==> config.mk <==
export PLATFORM = sky130hd
export DESIGN_NAME = rda_reply_assembler
export DESIGN_NICKNAME = d
export VERILOG_FILES = /design/src/rda_pkg.sv /design/src/rda_reply_assembler.sv
export SDC_FILE = /design/constraint.sdc
export NUM_CORES = 2
export LEC_CHECK = 0
export BUFFER_PORTS_ARGS = -buffer_cell sky130_fd_sc_hd__buf_2
export CORE_ASPECT_RATIO = 1.75
export CORE_MARGIN = 3
export CORE_UTILIZATION = 55
export CTS_BUF_LIST = sky130_fd_sc_hd__clkbuf_8 sky130_fd_sc_hd__clkbuf_16
export DETAILED_ROUTE_END_ITERATION = 7
export GPL_ROUTABILITY_DRIVEN = 0
export PLACE_DENSITY = 0.84
export SYNTH_ARGS = -nofsm -noshare
export SYNTH_HDL_FRONTEND = slang
export SYNTH_SLANG_ARGS = --single-unit
==> constraint.sdc <==
create_clock -name ref_clk_i -period 29.1 [get_ports ref_clk_i]
set_input_delay 4.365 -clock ref_clk_i [delete_from_list [all_inputs] [get_ports ref_clk_i]]
set_output_delay 4.365 -clock ref_clk_i [all_outputs]
set_load 0.05 [all_outputs]
==> src/rda_pkg.sv <==
package rda_pkg;

    // ********************************************************************
    // clock and timing
    // ********************************************************************
    localparam int CLK_MHZ = 250;
    localparam int BRACKET_DELAY_NS = 20125;
    localparam int BRACKET_DELAY_CYC = BRACKET_DELAY_NS * CLK_MHZ / 1000;
    localparam int PRE_LEN_NS = 5000;
    localparam int PRE_LEN_CYC = PRE_LEN_NS * CLK_MHZ / 1000;
    localparam int PRE_TAP0_NS = 0;
    localparam int PRE_TAP1_NS = 1000;
    localparam int PRE_TAP2_NS = 3500;
    localparam int PRE_TAP3_NS = 4500;
    // shift index of each tap when the last preamble pulse is newest
    localparam int PRE_IDX0 = (PRE_TAP3_NS - PRE_TAP0_NS) * CLK_MHZ / 1000;
    localparam int PRE_IDX1 = (PRE_TAP3_NS - PRE_TAP1_NS) * CLK_MHZ / 1000;
    localparam int PRE_IDX2 = (PRE_TAP3_NS - PRE_TAP2_NS) * CLK_MHZ / 1000;
    localparam int PRE_IDX3 = 0;
    localparam int TOL_EARLY_PS = 62500;
    localparam int TOL_LATE_PS = 196500;
    localparam int TOL_EARLY_CYC = TOL_EARLY_PS * CLK_MHZ / 1000000;
    localparam int TOL_LATE_CYC = TOL_LATE_PS * CLK_MHZ / 1000000;
    localparam int MS_FIRST_NS = 3750;
    localparam int MS_BIT_NS = 1000;
    localparam int ATC_FIRST_NS = 1675;
    localparam int ATC_BIT_NS = 1450;
    localparam int MS_FIRST_CYC = MS_FIRST_NS * CLK_MHZ / 1000;
    localparam int MS_BIT_CYC = MS_BIT_NS * CLK_MHZ / 1000;
    localparam int ATC_FIRST_CYC = ATC_FIRST_NS * CLK_MHZ / 1000;
    localparam int ATC_BIT_CYC = ATC_BIT_NS * CLK_MHZ / 1000;
    localparam int ATTN_CYC = 2;

    // ********************************************************************
    // sizes and codes
    // ********************************************************************
    localparam int ADDR_CNT_W = 15;
    localparam logic [6:0] ATC_BITS = 7'h10;
    localparam logic [6:0] SHORT_BITS = 7'h38;
    localparam logic [6:0] LONG_BITS = 7'h70;
    localparam logic [3:0] BLOCK_WORDS = 4'hd;
    localparam int WORD_W = 16;
    localparam int FIFO_DEPTH = 16;
    localparam int RANGE_W = 20;
    localparam int AZ_W = 14;
    localparam int AMP_W = 10;
    localparam logic [1:0] TYPE_ATC = 2'h0;
    localparam logic [1:0] TYPE_SHORT = 2'h1;
    localparam logic [1:0] TYPE_LONG = 2'h2;
    localparam int STAT_DIFF_BIT = 2;
    localparam int STAT_SIM_BIT = 3;
    localparam int REG_ADDR_W = 2;
    localparam logic [1:0] ADDR_FIFO = 2'h0;
    localparam logic [1:0] ADDR_STAT = 2'h1;
    localparam logic [1:0] ADDR_CTRL = 2'h2;
    localparam int CTRL_DIFF_BIT = 0;
    localparam int CTRL_SIM_BIT = 1;
    localparam int STAT_OVF_CLR_BIT = 15;
    localparam logic [1:0] CTRL_RESET = 2'h0;

    typedef enum logic [3:0] {
        st_idle = 4'h0,
        st_rng_hi = 4'h2,
        st_rng_lo = 4'h3,
        st_az = 4'h4,
        st_wait_conv = 4'h5,
        st_sum = 4'h6,
        st_diff = 4'h7,
        st_wait_data = 4'h8,
        st_status = 4'h9,
        st_data = 4'ha,
        st_next = 4'hb,
        st_pad = 4'hc,
        st_attn = 4'hd
    } rda_state_type;

endpackage

==> src/rda_reply_assembler.sv <==
`timescale 1ns/100ps
// Overview of operation
// RULE_01: bracket when new edge meets delayed pulse
// RULE_02: preamble when edges at four taps together
// RULE_03: other taps windowed, one microsecond tap exact
// RULE_04: bracket or preamble sets reply in progress
// RULE_05: address zero when idle, else counts every clock
// RULE_06: table by address picks sample commands per mode
// RULE_07: preamble start selects mode s sequence
// RULE_08: first mode s bit sets long flag
// RULE_09: reply end clears all three sampling flags
// RULE_10: sixteen bit shifter with load bit counter
// RULE_11: thirteen words per reply block
// RULE_12: register and buffer widths as sized
// RULE_13: one source word onto buffer at once
// RULE_14: range and azimuth captured on detect
// RULE_15: amplitudes and phase captured on converter ready
// RULE_16: four status bits: type, diff, simulated
// RULE_17: status captured with first data word
// RULE_18: data register loads shifter on data ready
// RULE_19: idle, then states two to four write position
// RULE_20: state five waits converter, six seven amplitudes
// RULE_21: state eight clears phase and converter flag
// RULE_22: wait data, status, data, repeat until end
// RULE_23: pad buffer to thirteen words after end
// RULE_24: two clock attention pulse after block
// RULE_25: delays and windows as whole clock counts
module rda_reply_assembler #(
    parameter int BRACKET_DELAY = rda_pkg::BRACKET_DELAY_CYC,
    parameter int PRE_LEN = rda_pkg::PRE_LEN_CYC,
    parameter int FIFO_DEPTH = rda_pkg::FIFO_DEPTH
) (
    input wire logic ref_clk_i,
    input wire logic reset_n_i,
    input wire logic quantized_sum_n_i,
    input wire logic [rda_pkg::RANGE_W-1:0] range_cnt_i,
    input wire logic [rda_pkg::AZ_W-1:0] azimuth_cnt_i,
    input wire logic [rda_pkg::AMP_W-1:0] amp_sum_i,
    input wire logic [rda_pkg::AMP_W-1:0] amp_diff_i,
    input wire logic phase_bit_i,
    input wire logic conv_ready_i,
    input wire logic [rda_pkg::REG_ADDR_W-1:0] reg_addr_i,
    input wire logic [rda_pkg::WORD_W-1:0] reg_wdata_i,
    input wire logic reg_wr_i,
    input wire logic reg_rd_i,
    output logic [rda_pkg::WORD_W-1:0] reg_rdata_o,
    output logic reply_start_pulse_o,
    output logic block_attention_pulse_o,
    output logic parity_long_o,
    output logic diff_omni_sel_o
);

    localparam int PTR_W = $clog2(FIFO_DEPTH);
    localparam int W = rda_pkg::WORD_W;
    localparam int AW = rda_pkg::ADDR_CNT_W;

    // ********************************************************************
    // state
    // ********************************************************************
    typedef struct packed {
        logic q_s1;
        logic q_s2;
        logic pulse_prev;
        logic rdy_s1;
        logic rdy_s2;
        logic rdy_prev;
        logic ph_s1;
        logic ph_s2;
        logic [2*rda_pkg::AMP_W-1:0] amp_s1;
        logic [2*rda_pkg::AMP_W-1:0] amp_s2;
        logic [BRACKET_DELAY-1:0] dly;
        logic [PRE_LEN-1:0] pre;
        logic in_prog;
        logic mode_s;
        logic long_f;
        logic [AW-1:0] addr;
        logic [6:0] bits;
        logic [W-1:0] shifter;
        logic [4:0] load_cnt;
        logic data_rdy;
        logic end_seen;
        logic first_word;
        logic [rda_pkg::RANGE_W-1:0] range;
        logic [rda_pkg::AZ_W-1:0] az;
        logic [rda_pkg::AMP_W-1:0] sum;
        logic [rda_pkg::AMP_W-1:0] diff;
        logic phase;
        logic conv_flag;
        logic [3:0] status;
        logic [W-1:0] data;
        rda_pkg::rda_state_type state;
        logic [3:0] words;
        logic attn_cnt;
        logic [FIFO_DEPTH-1:0][W-1:0] fifo;
        logic [PTR_W-1:0] wr_ptr;
        logic [PTR_W-1:0] rd_ptr;
        logic [PTR_W:0] count;
        logic overflow;
        logic [1:0] ctrl;
        logic [W-1:0] rd_data;
        logic start_pulse;
        logic attn;
    } rda_regs_type;

    rda_regs_type s_q;
    rda_regs_type s_d;

    // any edge in the tap window around idx
    function automatic logic win_hit(input logic [PRE_LEN-1:0] v, input int idx);
        logic hit;
        hit = 1'b0;
        for (int i = idx - rda_pkg::TOL_LATE_CYC; i <= idx + rda_pkg::TOL_EARLY_CYC; i++) begin
            if (i >= 0 && i < PRE_LEN && v[i]) begin
                hit = 1'b1;
            end
        end
        return hit;
    endfunction

    // command table: sample strobe for a sampling address in either mode
    function automatic logic samp_hit(input logic ms, input logic [AW-1:0] a);
        int first;
        int per;
        int ai;
        first = ms ? rda_pkg::MS_FIRST_CYC : rda_pkg::ATC_FIRST_CYC;
        per = ms ? rda_pkg::MS_BIT_CYC : rda_pkg::ATC_BIT_CYC;
        ai = int'(a);
        return (ai >= first) && (((ai - first) % per) == 0);
    endfunction

    logic pulse;
    logic edge_det;
    logic delayed;
    logic bracket;
    logic preamble;
    logic detect;
    logic reply_end;
    logic conv_rise;

    // ********************************************************************
    // next state
    // ********************************************************************
    always_comb begin
        logic bit_v;
        logic [6:0] bits_n;
        logic [6:0] end_bits;
        logic [4:0] ld_n;
        logic [W-1:0] sh_n;
        logic long_n;
        logic push;
        logic pop;
        logic [W-1:0] wdata;
        logic rdy_set;
        bit_v = 1'b0;
        bits_n = 7'h0;
        end_bits = 7'h0;
        ld_n = 5'h0;
        sh_n = '0;
        long_n = 1'b0;
        push = 1'b0;
        pop = 1'b0;
        wdata = '0;
        rdy_set = 1'b0;
        s_d = s_q;
        reply_end = 1'b0;

        // pin synchronisers
        s_d.q_s1 = quantized_sum_n_i;
        s_d.q_s2 = s_q.q_s1;
        s_d.rdy_s1 = conv_ready_i;
        s_d.rdy_s2 = s_q.rdy_s1;
        s_d.ph_s1 = phase_bit_i;
        s_d.ph_s2 = s_q.ph_s1;
        s_d.amp_s1 = {amp_sum_i, amp_diff_i};
        s_d.amp_s2 = s_q.amp_s1;

        pulse = ~s_q.q_s2;
        edge_det = pulse & ~s_q.pulse_prev;
        s_d.pulse_prev = pulse;
        delayed = s_q.dly[BRACKET_DELAY-1];
        s_d.dly = {s_q.dly[BRACKET_DELAY-2:0], pulse};                  // [RULE_01] [RULE_25]
        s_d.pre = {s_q.pre[PRE_LEN-2:0], edge_det};                     // [RULE_02] [RULE_25]
        bracket = edge_det & delayed;                                   // [RULE_01]
        preamble = win_hit(s_q.pre, rda_pkg::PRE_IDX0)                  // [RULE_03]
            & s_q.pre[rda_pkg::PRE_IDX1]
            & win_hit(s_q.pre, rda_pkg::PRE_IDX2)
            & win_hit(s_q.pre, rda_pkg::PRE_IDX3);                      // [RULE_02]
        detect = (bracket | preamble) & ~s_q.in_prog;
        s_d.start_pulse = detect;

        // ****************************************************************
        // data sampling controller
        // ****************************************************************
        if (detect) begin
            s_d.in_prog = 1'b1;                                         // [RULE_04]
            s_d.mode_s = preamble;                                      // [RULE_07]
            s_d.range = range_cnt_i;                                    // [RULE_14]
            s_d.az = azimuth_cnt_i;                                     // [RULE_14]
            s_d.addr = '0;
            s_d.bits = 7'h0;
            s_d.load_cnt = 5'h0;
            s_d.first_word = 1'b1;
            s_d.end_seen = 1'b0;
        end else if (s_q.in_prog) begin
            s_d.addr = s_q.addr + AW'(1);                               // [RULE_05]
            if (samp_hit(s_q.mode_s, s_q.addr)) begin                   // [RULE_06]
                bit_v = s_q.mode_s ? pulse : delayed;
                sh_n = {s_q.shifter[W-2:0], bit_v};                     // [RULE_10]
                s_d.shifter = sh_n;
                bits_n = s_q.bits + 7'h1;
                s_d.bits = bits_n;
                long_n = (s_q.mode_s && s_q.bits == 7'h0) ? bit_v : s_q.long_f;
                s_d.long_f = long_n;                                    // [RULE_08]
                end_bits = !s_q.mode_s ? rda_pkg::ATC_BITS
                    : (long_n ? rda_pkg::LONG_BITS : rda_pkg::SHORT_BITS); // [RULE_08]
                reply_end = (bits_n == end_bits);
                ld_n = s_q.load_cnt + 5'h1;                             // [RULE_10]
                s_d.load_cnt = ld_n;
                if (ld_n == 5'h10 || reply_end) begin
                    s_d.data = sh_n << (5'h10 - ld_n);                  // [RULE_18]
                    s_d.data_rdy = 1'b1;
                    rdy_set = 1'b1;
                    s_d.load_cnt = 5'h0;
                    if (s_q.first_word) begin
                        s_d.first_word = 1'b0;
                        s_d.status[1:0] = !s_q.mode_s ? rda_pkg::TYPE_ATC
                            : (long_n ? rda_pkg::TYPE_LONG : rda_pkg::TYPE_SHORT); // [RULE_16]
                        s_d.status[rda_pkg::STAT_DIFF_BIT] = s_q.ctrl[rda_pkg::CTRL_DIFF_BIT];
                        s_d.status[rda_pkg::STAT_SIM_BIT] = s_q.ctrl[rda_pkg::CTRL_SIM_BIT]; // [RULE_17]
                    end
                end
            end
            if (reply_end) begin
                s_d.in_prog = 1'b0;                                     // [RULE_09]
                s_d.mode_s = 1'b0;
                s_d.long_f = 1'b0;
                s_d.addr = '0;
                s_d.end_seen = 1'b1;
            end
        end else begin
            s_d.addr = '0;                                              // [RULE_05]
        end

        // ****************************************************************
        // reply assembler state controller
        // ****************************************************************
        conv_rise = s_q.rdy_s2 & ~s_q.rdy_prev;
        s_d.rdy_prev = s_q.rdy_s2;
        case (s_q.state)
            rda_pkg::st_idle: begin
                if (s_q.start_pulse) begin
                    s_d.state = rda_pkg::st_rng_hi;                     // [RULE_19]
                end
            end
            rda_pkg::st_rng_hi: begin
                push = 1'b1;
                wdata = {{(2 * W - rda_pkg::RANGE_W){1'b0}}, s_q.range[rda_pkg::RANGE_W-1:W]};
                s_d.state = rda_pkg::st_rng_lo;
            end
            rda_pkg::st_rng_lo: begin
                push = 1'b1;
                wdata = s_q.range[W-1:0];
                s_d.state = rda_pkg::st_az;
            end
            rda_pkg::st_az: begin
                push = 1'b1;
                wdata = {{(W - rda_pkg::AZ_W){1'b0}}, s_q.az};         // [RULE_19]
                s_d.state = rda_pkg::st_wait_conv;
            end
            rda_pkg::st_wait_conv: begin
                if (s_q.conv_flag) begin
                    s_d.state = rda_pkg::st_sum;                        // [RULE_20]
                end
            end
            rda_pkg::st_sum: begin
                push = 1'b1;
                wdata = {{(W - rda_pkg::AMP_W - 1){1'b0}}, s_q.phase, s_q.sum};
                s_d.state = rda_pkg::st_diff;
            end
            rda_pkg::st_diff: begin
                push = 1'b1;
                wdata = {{(W - rda_pkg::AMP_W){1'b0}}, s_q.diff};       // [RULE_20]
                s_d.state = rda_pkg::st_wait_data;
            end
            rda_pkg::st_wait_data: begin
                s_d.phase = 1'b0;                                       // [RULE_21]
                s_d.conv_flag = 1'b0;                                   // [RULE_21]
                if (s_q.data_rdy) begin
                    s_d.state = rda_pkg::st_status;                     // [RULE_22]
                end
            end
            rda_pkg::st_status: begin
                push = 1'b1;
                wdata = {{(W - 4){1'b0}}, s_q.status};
                s_d.state = rda_pkg::st_data;
            end
            rda_pkg::st_data: begin
                push = 1'b1;
                wdata = s_q.data;
                // a word completed in this very cycle keeps its ready flag
                if (!rdy_set) begin
                    s_d.data_rdy = 1'b0;
                end
                s_d.state = s_q.end_seen ? rda_pkg::st_pad : rda_pkg::st_next; // [RULE_22]
            end
            rda_pkg::st_next: begin
                if (s_q.data_rdy) begin
                    s_d.state = rda_pkg::st_data;                       // [RULE_22]
                end
            end
            rda_pkg::st_pad: begin
                if (s_q.words == rda_pkg::BLOCK_WORDS) begin
                    s_d.attn = 1'b1;                                    // [RULE_24]
                    s_d.attn_cnt = 1'b0;
                    s_d.state = rda_pkg::st_attn;
                end else begin
                    push = 1'b1;                                        // [RULE_23]
                end
            end
            rda_pkg::st_attn: begin
                s_d.attn_cnt = 1'b1;
                if (s_q.attn_cnt == 1'(rda_pkg::ATTN_CYC - 1)) begin
                    s_d.attn = 1'b0;                                    // [RULE_24]
                    s_d.state = rda_pkg::st_idle;
                end
            end
            default: begin
                s_d.state = rda_pkg::st_idle;
            end
        endcase
        if (s_q.state == rda_pkg::st_idle) begin
            s_d.words = 4'h0;
        end else if (push) begin
            s_d.words = s_q.words + 4'h1;                               // [RULE_11]
        end

        // converter capture after the state controller so a new result wins
        if (conv_rise) begin
            s_d.sum = s_q.amp_s2[2*rda_pkg::AMP_W-1:rda_pkg::AMP_W];    // [RULE_15]
            s_d.diff = s_q.amp_s2[rda_pkg::AMP_W-1:0];                  // [RULE_15]
            s_d.phase = s_q.ph_s2;
            s_d.conv_flag = 1'b1;
        end

        // ****************************************************************
        // register port and output buffer
        // ****************************************************************
        s_d.rd_data = '0;
        if (reg_wr_i && reg_addr_i == rda_pkg::ADDR_CTRL) begin
            s_d.ctrl = reg_wdata_i[1:0];
        end
        if (reg_wr_i && reg_addr_i == rda_pkg::ADDR_STAT
            && reg_wdata_i[rda_pkg::STAT_OVF_CLR_BIT]) begin
            s_d.overflow = 1'b0;
        end
        if (reg_rd_i) begin
            case (reg_addr_i)
                rda_pkg::ADDR_FIFO: begin
                    if (s_q.count != '0) begin
                        s_d.rd_data = s_q.fifo[s_q.rd_ptr];
                        s_d.rd_ptr = s_q.rd_ptr + PTR_W'(1);
                        pop = 1'b1;
                    end
                end
                rda_pkg::ADDR_STAT: begin
                    s_d.rd_data = W'({s_q.overflow, s_q.in_prog, s_q.mode_s, s_q.long_f,
                        s_q.state, 3'h0, s_q.count});
                end
                rda_pkg::ADDR_CTRL: begin
                    s_d.rd_data = {{(W - 2){1'b0}}, s_q.ctrl};
                end
                default: begin
                    s_d.rd_data = '0;
                end
            endcase
        end
        if (push) begin
            if (s_q.count < (PTR_W + 1)'(FIFO_DEPTH)) begin
                s_d.fifo[s_q.wr_ptr] = wdata;                           // [RULE_13] [RULE_12]
                s_d.wr_ptr = s_q.wr_ptr + PTR_W'(1);
            end else begin
                push = 1'b0;
                s_d.overflow = 1'b1;
            end
        end
        s_d.count = s_q.count + (PTR_W + 1)'(push) - (PTR_W + 1)'(pop);
    end

    always_ff @(posedge ref_clk_i or negedge reset_n_i) begin
        if (!reset_n_i) begin
            s_q <= '0;
            s_q.q_s1 <= 1'b1;
            s_q.q_s2 <= 1'b1;
            s_q.ctrl <= rda_pkg::CTRL_RESET;
            s_q.state <= rda_pkg::st_idle;                              // [RULE_19]
        end else begin
            s_q <= s_d;
        end
    end

    assign reg_rdata_o = s_q.rd_data;
    assign reply_start_pulse_o = s_q.start_pulse;
    assign block_attention_pulse_o = s_q.attn;
    assign parity_long_o = s_q.long_f;
    assign diff_omni_sel_o = s_q.ctrl[rda_pkg::CTRL_DIFF_BIT];
endmodule

==> results of run 1 <==
## cells by family after synthesis
kind of cell,Yosys count,synth area share
flops,6642,0.8528
mux,293,0.02195
fa+ha+maj,103,0.006676
xor+xnor,310,0.01397
other cells,1,0.00001924
buf+inv,351,0.007601
compound gates,1363,0.04838
simple gates,1860,0.04863
## synthesized netlist by cell type, drive strengths merged (74+ instances only)
library cell | instances | area share
dfrtp | 6640 | 0.85
nand2 | 617 | 0.012
o21ai | 429 | 0.011
nor2 | 352 | 0.0068
xnor2 | 209 | 0.0094
a21oi | 199 | 0.0052
clkbuf | 159 | 0.0031
nand3 | 137 | 0.0035
mux2 | 126 | 0.0073
nor3 | 119 | 0.0031
inv | 104 | 0.0020
xor2 | 101 | 0.0045
ha | 100 | 0.0064
nor4 | 95 | 0.0035
mux4 | 94 | 0.011
buf | 88 | 0.0025
and2 | 81 | 0.0026
nand4 | 76 | 0.0025
o211ai | 74 | 0.0030
## metrics by stage
| step | setup TNS (ns) | worst slack, ns |
|---|---|---|
| 3_5_place_dp | -47.73 | -0.9904 |
| 3_3_place_gp | 0 | 2.630 |
| 2_1_floorplan | 0 | 1.535 |
==> metrics.txt, run 1 <==
die height=a little under 800 um; FP Rows=288; placed instance count=15860; top_reg_cell synth=dfrtp_1; Num CTS Buffers=533; Exit stage=4_1_cts; DP Area=203700 um^2; Synth Warn #=0; Avg Inst Size Synth=17.84 um^2; Resized cells post-CTS=53; number of distinct library cells after synthesis=around 140; Synth Register Bits=about 6600; post-synthesis async set-or-reset flop share=1.000; sequential share of the synthesized area=0.8528; # Post-CTS Setup Buffers=5; die width=456 um; I/O pin count=99; stop err=[ERROR DPL-0033] detailed placement checks failed during check placement.; Gate Count Post-Synth=10920; PortBufs=85; Post-DP HPWL=between 200000 and 300000 um; Hold-fix buffers, CTS=0; starting density of the core=0.5536; EDFF count, synth=0; status=did not finish; Synth Cell Area=194900 um^2; clock sink count=6642; clk buf depth=4; H-tree depth=6; Root Driver=clkbuf_16
==> run 2: changes to the inputs <==
==> config.mk (replaced) <==
export PLATFORM = sky130hd
export DESIGN_NAME = rda_reply_assembler
export DESIGN_NICKNAME = d
export VERILOG_FILES = /design/src/rda_pkg.sv /design/src/rda_reply_assembler.sv
export SDC_FILE = /design/constraint.sdc
export NUM_CORES = 2
export LEC_CHECK = 0
export BUFFER_PORTS_ARGS = -buffer_cell sky130_fd_sc_hd__buf_2
export CORE_MARGIN = 3
export CORE_UTILIZATION = 40
export DETAILED_ROUTE_END_ITERATION = 7
export GPL_ROUTABILITY_DRIVEN = 0
export PLACE_DENSITY_LB_ADDON = 0.15
export SYNTH_ARGS = -nofsm -noshare
export SYNTH_HDL_FRONTEND = slang
export SYNTH_SLANG_ARGS = --single-unit
==> constraint.sdc (replaced) <==
create_clock -name ref_clk_i -period 37.8 [get_ports ref_clk_i]
set_input_delay 5.67 -clock ref_clk_i [delete_from_list [all_inputs] [get_ports ref_clk_i]]
set_output_delay 5.67 -clock ref_clk_i [all_outputs]
set_load 0.05 [all_outputs]
==> metrics.txt, run 2 <==
synth top area cells=dfrtp_1 (85%), nand2_1 (1.2%), mux4_2 (1.1%), o21ai_0 (1.0%), xnor2_1 (0.93%); startpoint types=flop; Max Slew Vio Count=0; clock sink count=6642 (unchanged); minimum clock period=34.13 ns; FP Rows=255 (-11%); Congestion Overflow GR=0; clk buf depth=4 (unchanged); post-synthesis async set-or-reset flop share=1.000 (unchanged); Synth Cell Area=194900 um^2 (unchanged); final setup margin=3.666 ns; die width=704.0 um (+54%); Fin Clk Skew=0.08816 ns; I/O pin count=99 (unchanged); status=finished, final reports clean; leading cell type in the layout, fill and taps excluded=dfrtp_1; Syn-to-layout area delta=15.65%; Worst path max stage delay=0.99 ns; min-delay worst type=flop to flop; RSZ-0062 raised after global routing=false; Root Driver=clkbuf_16; fraction of layout cells with a size suffix above 1=0.1310; setup TNS=0 ns; PwrDens=61.23 nW/um^2; total track usage=0.1255; number of global-route vias before repair=93830; max-cap violation count=0; crit-path most repeated cell=ha_1; CP max-delay cell=clkinv_2; final hold vios=0; Hold-fix buffers, CTS=0 (unchanged); top_reg_cell synth=dfrtp_1; Tot Pwr=approximately 14 mW; Worst Setup Path Type=flop to flop; Slew headroom=0.1703; CP Capture Type=flop; most frequent cells after synthesis=dfrtp_1 (6640), nand2_1 (617), o21ai_0 (395); routed len/inst=16.64 um; commonest cells after routing, fill and taps aside=dfrtp_1 (6637), clkbuf_16 (650), nand2_1 (617); DRC violations left=0; vias per std cell=around 4.7; share of the synthesized area in the top cell type=0.8525 (unchanged); CP Data Arrival Time=between 30 and 40 ns; Final Cell Area=225400 um^2; worst slew pin tran=1.240 ns; DP Area=203400 um^2 (-0.15%); Post-Route WL=307600 um; fin util=0.4657; Cell Count, Final, Fillers Out=18480; starting density of the core=0.4027 (-0.1509); Post-DP HPWL=164700 um (-41%); WHS=0.2938 ns; pre-CTS setup slack=4.300 ns (+5.291 ns); first-pass GRT wire length=521400 um; CTS tree=built; Synth Register Bits=6642 (unchanged); die height=704.0 um (-11%); fin crit share=0.9030; core area=between 400000 and 500000 um^2; worst-case vdd ir drop=54.41 uV; setup violators final=0; Leakage=about 120 nW; clk_lat worst skew=1.05 ns; initial antenna violation count=5; top cell type by total area after synthesis=dfrtp_1; die area=495700 um^2; # Post-CTS Setup Buffers=0 (-5); Critical Path RT=~39 ns; max FFs per register=roughly 6200; largest net degree at the start of global routing=218; H-tree depth=6 (unchanged); Synth Warn #=0 (unchanged); first-pass detailed-route iteration total=6; CTS clock-pin slew for the worst setup and hold paths=0.06 ns; Final ANT Viol Nets=0; Worst Path Max Fanout=39; fmax=29.30 MHz; number of distinct library cells after synthesis=135 (unchanged); PortBufs=85 (unchanged); routed via count=86770; placed instance count=17310 (+9.2%); most common cell in the netlist=dfrtp_1; nets@finish=roughly 12000; sequential share of the synthesized area=0.8528 (unchanged); initial DRC count=6088; Num CTS Buffers=641 (+20%); Gate Count Post-Synth=10920 (unchanged); Avg Inst Size Synth=17.84 um^2 (unchanged); EDFF count, synth=0 (unchanged); Resized cells post-CTS=0 (-100%)
==> run 2: routing by layer <==
layer	vias up	part of all wire	GRT usage	wire (um)
met2	1969	0.42	0.1768	129100
met1	45860	0.50	0.1958	153600
met4	4	0.029	0.03959	8907
met5	-	0.000059	0	18
li1	38220	-	-	-
met3	717	0.052	0.02564	15870
==> run 2: where the power goes <==
group,leakage (nW),internal (mW),switching [mW]
logic,12.0,0.0591,0.162
clock network,10.8,3.79,2.62
registers,92.3,7.13,0.0458
==> run 2: layout make-up <==
type | instances | area, um^2
antenna | 6 | 15.01
clock buffer | 959 | 19140
clock inverter | 205 | 2850
fill | 40510 | 258600
inverter | 104 | 391.6
multi-input combinational | 3933 | 27240
sequential | 6642 | 166200
tap | 6425 | 8039
timing repair buffer | 209 | 1521
==> run 2: cells by family after synthesis <==
logic type | count (synthesis) | synth area share
flip-flops | 6642 | 0.8528
AND/OR/NAND/NOR | 1860 | 0.04863
AO/OA/AOI/OAI | 1363 | 0.04838
buffers and inverters | 351 | 0.007601
XOR/XNOR | 310 | 0.01397
multiplexers | 293 | 0.02195
adder cells (fa/ha/maj) | 103 | 0.006676
other | 1 | 0.00001924
==> run 2: worst paths after layout <==
kind / startpoint / slack [ns] / endpoint / cells after the start
setup / recovery: s_q[422]$_DFFE_PN0P_ / 3.67 / s_q[310]$_DFFE_PN0P_ / 115
hold / removal: s_d[1295]$_DFF_PN0_ / 0.29 / s_d[1296]$_DFF_PN0_ / 0
setup reg to reg: s_q[422]$_DFFE_PN0P_ / 3.67 / s_q[310]$_DFFE_PN0P_ / 115
hold reg to reg: s_d[1295]$_DFF_PN0_ / 0.29 / s_d[1296]$_DFF_PN0_ / 0
max in group asynchronous: reset_n_i / 25.38 / s_d[1052]$_DFF_PN0_ / 10
min in group asynchronous: reset_n_i / 4.57 / s_d[4638]$_DFF_PN0_ / 1
==> run 2: critical path, delay by kind of cell (launching register included) <==
| kind | cells | cell delay (ns) |
|---|---|---|
| multiplexers | 4 | 1.25 |
| AO/OA/AOI/OAI | 28 | 7.90 |
| AND/OR/NAND/NOR | 57 | 15.94 |
| XOR/XNOR | 7 | 1.76 |
| flip-flops | 1 | 0.32 |
| buffers and inverters | 8 | 2.47 |
| adder cells (fa/ha/maj) | 11 | 4.18 |
Note: power is estimated with default switching activity, not from simulation.
